===== config.mk =====
export PLATFORM = sky130hd
export DESIGN_NAME = sts_shutdown_handler
export DESIGN_NICKNAME = d
export VERILOG_FILES = /design/src/sts_pkg.sv /design/src/sts_shutdown_handler.sv
export SDC_FILE = /design/constraint.sdc
export NUM_CORES = 1
export LEC_CHECK = 0
export ABC_AREA = 1
export BUFFER_PORTS_ARGS = -buffer_cell sky130_fd_sc_hd__clkbuf_2
export CAP_MARGIN = 0
export CORE_MARGIN = 2
export CORE_UTILIZATION = 53
export CTS_BUF_LIST = sky130_fd_sc_hd__clkbuf_4
export CTS_CLUSTER_DIAMETER = 40
export DETAILED_ROUTE_END_ITERATION = 8
export HOLD_SLACK_MARGIN = 0.03
export PLACE_DENSITY_LB_ADDON = 0.15
export SLEW_MARGIN = 30
export SYNTH_ARGS = -nofsm -noshare
export SYNTH_HDL_FRONTEND = slang
export SYNTH_SLANG_ARGS = --single-unit

===== constraint.sdc =====
create_clock -name pclk -period 1.85 [get_ports pclk]
set_input_delay 0.185 -clock pclk [delete_from_list [all_inputs] [get_ports pclk]]
set_output_delay 0.185 -clock pclk [all_outputs]
set_load 0.02 [all_outputs]

===== src/sts_pkg.sv =====
// constants for the selected transmitter shutdown handler
// assumes a 32-bit apb register bus with word-aligned registers
package sts_pkg;

	// ************************************************************
	// register indices, byte address is four times the index
	// ************************************************************
	localparam logic [15:0] STS_IDX_CTRL = 16'h0001;
	localparam logic [15:0] STS_IDX_BUS_A_SEL = 16'h0012;
	localparam logic [15:0] STS_IDX_BUS_B_SEL = 16'h0013;
	localparam logic [15:0] STS_IDX_BIT_WORD = 16'h0014;
	localparam int STS_ADDR_W = 8;
	localparam int STS_IDX_W = 6;

	// ************************************************************
	// reset values
	// ************************************************************
	localparam logic [15:0] STS_SEL_RESET = 16'h0000;
	localparam logic [11:0] STS_BIT_LOW_RESET = 12'h000;
	localparam logic [3:0] STS_CTRL_RESET = 4'h0;

	// ************************************************************
	// control register fields
	// ************************************************************
	localparam int STS_CTRL_OPT4_BIT = 0;
	localparam int STS_CTRL_SCOPE_BIT = 1;
	localparam int STS_CTRL_INH_A_BIT = 2;
	localparam int STS_CTRL_INH_B_BIT = 3;
	localparam int STS_CTRL_W = 4;

	// ************************************************************
	// built-in-test word status bits and mode codes
	// ************************************************************
	localparam int STS_BIT_TXSD_A = 15;
	localparam int STS_BIT_RXSD_A = 14;
	localparam int STS_BIT_TXSD_B = 13;
	localparam int STS_BIT_RXSD_B = 12;
	localparam int STS_BIT_HOST_W = 12;
	localparam logic [4:0] STS_MC_SEL_SHUTDOWN = 5'h14;
	localparam logic [4:0] STS_MC_SEL_OVERRIDE = 5'h15;

endpackage


===== src/sts_shutdown_handler.sv =====
// selected transmitter shutdown and override handler with apb registers
// assumes command strobes come from the remote terminal decoder, one pulse per command
//
// Overview of operation
// - act on mode codes 20 and 21 only when mode data equals select value
// - only the inactive bus is affected, using that bus's select register
// - shutdown disables inactive tx and rx, or tx only when scope select set
// - after shutdown set matching built-in-test word status bits 15 to 12
// - override re-enables inactive tx, and rx too when scope select clear
// - after override clear matching built-in-test word status bits 15 to 12
// - with option bit clear, shutdown and override happen automatically on match
// - with option bit set, only status returned; host uses transmit inhibit bits
module sts_shutdown_handler
	import sts_pkg::*;
(
	input wire logic pclk,
	input wire logic presetn,
	input wire logic clk_en,
	input wire logic psel,
	input wire logic penable,
	input wire logic pwrite,
	input wire logic [STS_ADDR_W-1:0] paddr,
	input wire logic [31:0] pwdata,
	output logic [31:0] prdata,
	output logic pready,
	output logic pslverr,
	input wire logic cmd_valid,
	input wire logic [4:0] mode_code,
	input wire logic [15:0] mode_data,
	input wire logic active_bus,
	output logic tx_enable_a,
	output logic tx_enable_b,
	output logic rx_enable_a,
	output logic rx_enable_b,
	output logic [15:0] bit_word
);

	// ************************************************************
	// register state
	// ************************************************************
	logic [15:0] sel_a_q;
	logic [15:0] sel_b_q;
	logic [STS_CTRL_W-1:0] ctrl_q;
	logic [STS_BIT_HOST_W-1:0] bit_low_q;
	logic [1:0] tx_off_q;
	logic [1:0] rx_off_q;
	logic [31:0] prdata_q;

	// ************************************************************
	// apb decode
	// ************************************************************
	wire [STS_IDX_W-1:0] idx = paddr[STS_ADDR_W-1:2];
	wire aligned = (paddr[1:0] == 2'b00);
	wire hit_ctrl = aligned && (idx == STS_IDX_CTRL[STS_IDX_W-1:0]);
	wire hit_sel_a = aligned && (idx == STS_IDX_BUS_A_SEL[STS_IDX_W-1:0]);
	wire hit_sel_b = aligned && (idx == STS_IDX_BUS_B_SEL[STS_IDX_W-1:0]);
	wire hit_bit = aligned && (idx == STS_IDX_BIT_WORD[STS_IDX_W-1:0]);
	wire mapped = hit_ctrl || hit_sel_a || hit_sel_b || hit_bit;
	wire setup_ph = psel && !penable;
	wire access_ph = psel && penable;
	wire wr_ok = clk_en && access_ph && pwrite && mapped;
	wire rd_setup = clk_en && setup_ph && !pwrite;

	assign pready = access_ph;
	assign pslverr = access_ph && !mapped;
	assign prdata = prdata_q;

	wire opt4 = ctrl_q[STS_CTRL_OPT4_BIT];
	wire scope = ctrl_q[STS_CTRL_SCOPE_BIT];
	wire inh_a = ctrl_q[STS_CTRL_INH_A_BIT];
	wire inh_b = ctrl_q[STS_CTRL_INH_B_BIT];

	wire [15:0] status_bits = {12'h000, tx_off_q[0], rx_off_q[0], tx_off_q[1], rx_off_q[1]};
	wire [15:0] bit_word_w = (status_bits << STS_BIT_RXSD_B) | {4'h0, bit_low_q};

	wire [31:0] rd_mux = hit_ctrl ? {28'h0000_000, ctrl_q} :
		hit_sel_a ? {16'h0000, sel_a_q} :
		hit_sel_b ? {16'h0000, sel_b_q} :
		hit_bit ? {16'h0000, bit_word_w} : 32'h0000_0000;

	// ************************************************************
	// command qualification
	// ************************************************************
	// the inactive bus is the one the command did not arrive on
	wire inactive = !active_bus;
	wire [15:0] inactive_sel = inactive ? sel_b_q : sel_a_q;
	wire data_match = (mode_data == inactive_sel);
	wire is_sd = (mode_code == STS_MC_SEL_SHUTDOWN);
	wire is_ov = (mode_code == STS_MC_SEL_OVERRIDE);
	wire cmd_fire = clk_en && cmd_valid;
	// host-handled option suppresses automatic action
	wire auto_ok = cmd_fire && data_match && !opt4;
	wire do_sd = auto_ok && is_sd;
	wire do_ov = auto_ok && is_ov;
	wire sd_a = do_sd && !inactive;
	wire sd_b = do_sd && inactive;
	wire ov_a = do_ov && !inactive;
	wire ov_b = do_ov && inactive;
	wire [1:0] sd_bus = {sd_b, sd_a};
	wire [1:0] ov_bus = {ov_b, ov_a};

	// ************************************************************
	// apb registers
	// ************************************************************
	always_ff @(posedge pclk or negedge presetn) begin
		if (!presetn) begin
			ctrl_q <= STS_CTRL_RESET;
			sel_a_q <= STS_SEL_RESET;
			sel_b_q <= STS_SEL_RESET;
			bit_low_q <= STS_BIT_LOW_RESET;
		end else if (wr_ok) begin
			if (hit_ctrl) begin
				ctrl_q <= pwdata[STS_CTRL_W-1:0];
			end
			if (hit_sel_a) begin
				sel_a_q <= pwdata[15:0];
			end
			if (hit_sel_b) begin
				sel_b_q <= pwdata[15:0];
			end
			if (hit_bit) begin
				bit_low_q <= pwdata[STS_BIT_HOST_W-1:0];
			end
		end
	end

	// read data is captured in the setup phase so it is ready with no wait state
	always_ff @(posedge pclk or negedge presetn) begin
		if (!presetn) begin
			prdata_q <= 32'h0000_0000;
		end else if (rd_setup) begin
			prdata_q <= rd_mux;
		end
	end

	// ************************************************************
	// per-bus shutdown state
	// ************************************************************
	genvar g;
	generate
		for (g = 0; g < 2; g++) begin : g_bus
			always_ff @(posedge pclk or negedge presetn) begin
				if (!presetn) begin
					tx_off_q[g] <= 1'b0;
					rx_off_q[g] <= 1'b0;
				end else if (sd_bus[g]) begin
					tx_off_q[g] <= 1'b1;
					if (!scope) begin
						rx_off_q[g] <= 1'b1;
					end
				end else if (ov_bus[g]) begin
					tx_off_q[g] <= 1'b0;
					if (!scope) begin
						rx_off_q[g] <= 1'b0;
					end
				end
			end
		end
	endgenerate

	// ************************************************************
	// outputs
	// ************************************************************
	// host transmit inhibit works in every option setting
	assign tx_enable_a = !tx_off_q[0] && !inh_a;
	assign tx_enable_b = !tx_off_q[1] && !inh_b;
	assign rx_enable_a = !rx_off_q[0];
	assign rx_enable_b = !rx_off_q[1];
	assign bit_word = bit_word_w;
endmodule


# After elaboration in Yosys (flattened, before gate mapping)
# Cells that the tools add are included.
dict set report totals {
  inputBits 69
  word_cells 82
  reg_bits 84
}
dict set report op_classes {
  n_bitwise 1
  mux 15
  reduce_logical 46
  eq_ne 11
}
# cell n
set op_table {}
lappend op_table {{$mux W16} 5}
lappend op_table {{$logic_and A1 B1 Y1} 23}
lappend op_table {{$eq A6 B5 Y1 const B} 3}
lappend op_table {{$eq A16 B16 Y1} 1}
lappend op_table {{$or A16 B12 Y16} 1}
lappend op_table {{$logic_not A1 Y1} 11}
lappend op_table {{$eq A5 B5 Y1 const B} 2}
lappend op_table {{$mux W1} 10}
lappend op_table {{$ne A2 B2 Y1 const B} 4}
lappend op_table {{$reduce_and A2 Y1} 4}
lappend op_table {{$eq A6 B1 Y1 const B} 1}
lappend op_table {{$reduce_and A3 Y1} 2}
lappend op_table {{$reduce_bool A2 Y1} 2}
lappend op_table {{$logic_or A1 B1 Y1} 3}
lappend op_table {{$logic_not A2 Y1} 1}

# Depth between registers and ports, before layout
dict set report logic_depth {
  depth_word 8
  mapped_depth 14
  ltp_nobuf 13
}

# Worst setup path before layout
# Ideal clock, no wire load.
dict set report synth_path {
  path_kind {input-to-reg}
  start {input paddr[1]}
  end {register sel_a_q[3]}
  t_arrival_ns 1.242
  setup_slack_ns 0.486
  path_buffers 1
  stages 11
  path_cell_list {nor2_1 nand2_1 nor2_2 nand3_2 nand3_2 nand4_1 clkinv_2 nand2_4 buf_4 nand2_1 o21ai_1}
}
dict set report synth_via {
  elab_chain_len 7
  word_cells_on_any_way 10
  cone_classes {reduce/logical: 10}
}
# element line_no
set synth_rtl {}
lappend synth_rtl {{start: declaration} sts_shutdown_handler.sv:22} ;# input wire logic [STS_ADDR_W-1:0] paddr,
lappend synth_rtl {{$logic_not A2 Y1 *} sts_shutdown_handler.sv:53} ;# wire aligned = (paddr[1:0] == 2'b00);
lappend synth_rtl {{$logic_and A1 B1 Y1 (on tied branches)} {sts_shutdown_handler.sv:54, sts_shutdown_handler.sv:55}}
lappend synth_rtl {{$logic_or A1 B1 Y1 (3 in series)} sts_shutdown_handler.sv:58} ;# wire mapped = hit_ctrl || hit_sel_a || hit_sel_b || hit_bit;
lappend synth_rtl {{$logic_and A1 B1 Y1} sts_shutdown_handler.sv:61} ;# wire wr_ok = clk_en && access_ph && pwrite && mapped;
lappend synth_rtl {{$reduce_and A2 Y1 (no line) *} n/a}
lappend synth_rtl {{end signal: assignment} sts_shutdown_handler.sv:116} ;# sel_a_q <= pwdata[15:0];
lappend synth_rtl {{end: declaration} sts_shutdown_handler.sv:41} ;# logic [15:0] sel_a_q;
# Every way passes the cells marked *; elsewhere a longest branch is shown, timed or not.
# A chain may end at the register's enable or synchronous reset.

# Worst setup path in the final report
dict set report layout_path {
  start {register ctrl_q[0]}
  end {register rx_off_q[1]}
}
dict set report layout_via {
  elab_chain_len 6
  word_cells_on_any_way 11
  cone_classes {eq/ne: 2; mux: 1; reduce/logical: 8}
}
# element line_no
set layout_rtl {}
lappend layout_rtl {{start: declaration} sts_shutdown_handler.sv:43} ;# logic [STS_CTRL_W-1:0] ctrl_q;
lappend layout_rtl {{start signal: assignment} sts_shutdown_handler.sv:113} ;# ctrl_q <= pwdata[STS_CTRL_W-1:0];
lappend layout_rtl {{$logic_not A1 Y1 *} sts_shutdown_handler.sv:92} ;# wire auto_ok = cmd_fire && data_match && !opt4;
lappend layout_rtl {{$logic_and A1 B1 Y1 *} sts_shutdown_handler.sv:92}
lappend layout_rtl {{$logic_and A1 B1 Y1 (on tied branches)} {sts_shutdown_handler.sv:94, sts_shutdown_handler.sv:93}}
lappend layout_rtl {{$logic_and A1 B1 Y1 (on tied branches)} {sts_shutdown_handler.sv:98, sts_shutdown_handler.sv:96}}
lappend layout_rtl {{$ne A2 B2 Y1 (no line) / $reduce_bool A2 Y1 (equally long branches)} n/a}
lappend layout_rtl {{$reduce_and A3 Y1 (no line)} n/a}
lappend layout_rtl {{end signal: indexed assignment} sts_shutdown_handler.sv:145} ;# rx_off_q[g] <= 1'b0;
lappend layout_rtl {{end signal: indexed assignment} sts_shutdown_handler.sv:149} ;# rx_off_q[g] <= 1'b1;
lappend layout_rtl {{end signal: indexed assignment} sts_shutdown_handler.sv:154} ;# rx_off_q[g] <= 1'b0;
lappend layout_rtl {{end: declaration} sts_shutdown_handler.sv:46} ;# logic [1:0] rx_off_q;
# Marked as above.

==> metrics.txt <==
status=completed; nets=between 700 and 800; Final Critical Period=1.64 ns; max cap viols=0; Worst Setup End Kind=flop; main combinational cell family by area after synthesis=simple AND/OR/NAND/NOR gates; number of DRC markers in iteration 0=around 180; Initial Utilization=0.542; Avg Inst Size Synth=7.34 um2; Compound-Gate Fraction of Synth Area=0.109; die area=8050 um2; crit share post-route=0.887; largest net degree at the start of global routing=35; clock skew after layout=0.0109 ns; area grow syn2layout=18.6%; CTS Sinks=between 60 and 70; Final Hold Slack=0.0484 ns; accumulated negative setup slack=0 ns; ranking of synthesized cells by area=dfrtp_1 (44%), nand2_1 (19%), o21ai_1 (6.2%); unrepaired setup endpoints after global routing=false; vias in the first global route=~3400; Pre-Repair DR Iteration Count=4; Peak supply drop=roughly 0.00044 V; FF-to-FF End=rx_off_q[1]$_DFFE_PN0P_; CTS tree=done; Seq pwr share=0.546; root buf cell=clkbuf_4; synthesized area=3890 um2; Inserted Clock Buffers=9; Post-Synth Simple-Gate Area=0.308; vias per std cell=4.91; switching power=711 uW; final core occ=0.644; post-route design area=about 4600 um2; via count of the routed design=3621; Critical Path Start Type=flop; clk_lat worst skew=0.41 ns; setup bufs post-CTS=0; area post-placement=around 4400 um2; synth unique cells=33; Synth Warn #=0; post-cts resize count=0; drt wl/cell=between 10 and 15 um; combinational power share=0.115; commonest non-fill, non-tap cell in the layout=nand2_1; worst reg-to-reg setup slack=~0.21 ns; routability congestion estimate=0.822; Hold Startpoint=pwdata[6]; initial antenna violation count=0; crit path max fanout=2; register area share after synthesis=0.437; hold path cells=3; area share of the largest cell type after synthesis=0.437; layout cells sized above 1=0.211; final wirelength=9.75 mm; number of synthesized register bits=68; mux cell area share after synthesis=0; Fin. Hold Viols=0; Critical Path RT=2.16 ns; Ports=123; Synth Area in XOR/XNOR=0.00868; reg2reg start=ctrl_q[0]$_DFFE_PN0P_; Power Dens Cells=594 nW/um2; Site Rows=31; hold-critical path endpoint=sel_b_q[6]$_DFFE_PN0P_; H-tree Lvls=3; Sw Ratio=0.259; most frequent cells in the layout=nand2_1 (199), clkbuf_2 (89), dfrtp_1 (68), inv_1 (63), o21ai_1 (48); post-route ant nets=0; fmax=610 MHz; Post-Synth Adder-Cell Area=0; drt drc=0; P_int=between 2000 and 2500 uW; chip height=89.7 um; GR Overflow Total=0; core area=7180 um2; Worst R2R Path Depth=12; Placed Cells=711; GRT Util Overall=0.250; Pleak=0.00258 uW; first-pass GRT wire length=16.0 mm; n_diodes=0; CTS clk-pin slew, worst paths=around 0.1 ns; HPWL Detailed=slightly above 7 mm; Yosys top cell by area=dfrtp_1; Finished Layout Cells=738; Mapped Cells=530; Worst Path Arrival=1.95 ns; clock network power share=0.339; CP startpoint=ctrl_q[0]$_DFFE_PN0P_; Die W=89.7 um; fin. max-slew vios=0; Buffers on Ports=90; worst min path class=in2reg; Clock Path Buffers=2; Setup CP Type=reg2reg; # setup viols final=0
-- synthesized netlist by cell type --
master,number
nand2_1,199
dfrtp_1,68
inv_1,63
o21ai_1,48
nand3_1,26
nor2_1,22
buf_4,19
o21ai_0,19
a21oi_1,11
buf_6,9
nand2_2,5
nand3_2,4
nand4_1,4
nor2_2,4
nor3_1,4
buf_2,3
nand2_4,3
a41oi_1,2
clkbuf_1,2
nor2_4,2
and3_1,1
buf_8,1
clkinv_2,1
conb_1,1
inv_6,1
nand3b_1,1
nand3b_4,1
nor4_1,1
o2111ai_1,1
o211ai_1,1
xnor2_1,1
xnor2_2,1
xor2_1,1
-- kinds of logic (layout without fill, tap and decap cells) --
family                 count (synthesis)  count (layout)
flip-flops                            68              68
XOR/XNOR                               3               3
AO/OA/AOI/OAI                         82              82
other                                  1              16
AND/OR/NAND/NOR                      277             277
buffers and inverters                 99             193
-- worst max-delay path by stage --
stage	slack [ns]	cells past startpoint	to
final	0.21	12	rx_off_q[1]$_DFFE_PN0P_
after global routing	0.05	12	rx_off_q[1]$_DFFE_PN0P_
after CTS	0.26	11	status_bits[3]$_DFFE_PN0P_
after detailed placement	0.11	11	sel_b_q[2]$_DFFE_PN0P_
after global placement	0.16	11	sel_a_q[13]$_DFFE_PN0P_
after floorplan	0.49	11	sel_a_q[3]$_DFFE_PN0P_
-- power by group through the flow --
stage / combinational [uW] / sequential (uW) / clock, uW
4_1_cts: 315 / 1500 / 941
2_1_floorplan: 171 / 1540 / 0
3_5_place_dp: 295 / 1530 / 0
6_report: 316 / 1500 / 930
5_1_grt: 347 / 1500 / 1010
3_3_place_gp: 289 / 1530 / 0
-- layout make-up --
class	instances	area, um2
inverters	65	250
well taps	99	124
clock buffers	11	82.6
flip-flops and latches	68	1700
fillers	673	2560
clock inverters	4	41.3
multi-input cells	378	1720
repair buffers	113	703
-- repair_timing --
action	4_1_cts	5_1_grt
hold buffers	12	0
endpoints found under the hold margin	92	0
setup endpoints to repair	0	0
-- metal layers --
metal  vias to the layer above  GRT usage  share of wire
met3                        15     0.0469          0.062
li1                       1836          -              -
met2                       121      0.399           0.46
met5                         -          0              0
met1                      1649      0.342           0.46
met4                         0     0.0974          0.018
-- critical path: stages (launching register included) --
cell,delay [ns]
dfrtp_1,0.40
inv_1,0.08
nand2_1,0.05
nor2_1,0.21
nand2_1,0.09
nor2_1,0.10
nand2_1,0.07
nor2_1,0.08
nand2_1,0.06
nor2_1,0.16
nand4_1,0.12
nand2_1,0.08
nand2_1,0.04
-- state kept, by name, summed over array words and instances (netlist names) --
signal / count
sel_b_q: 16
rx_off_q: 2
bit_low_q: 12
ctrl_q: 4
sel_a_q: 16
prdata: 16
status_bits: 2
-- through the flow --
step | power [uW] | worst slack, ns
after floorplan | 1710 | 0.486
after global placement | 1820 | 0.163
after detailed placement | 1820 | 0.113
after CTS | 2760 | 0.261
after global routing | 2860 | 0.0491
final | 2750 | 0.210
(Power assumes the default switching activity.)
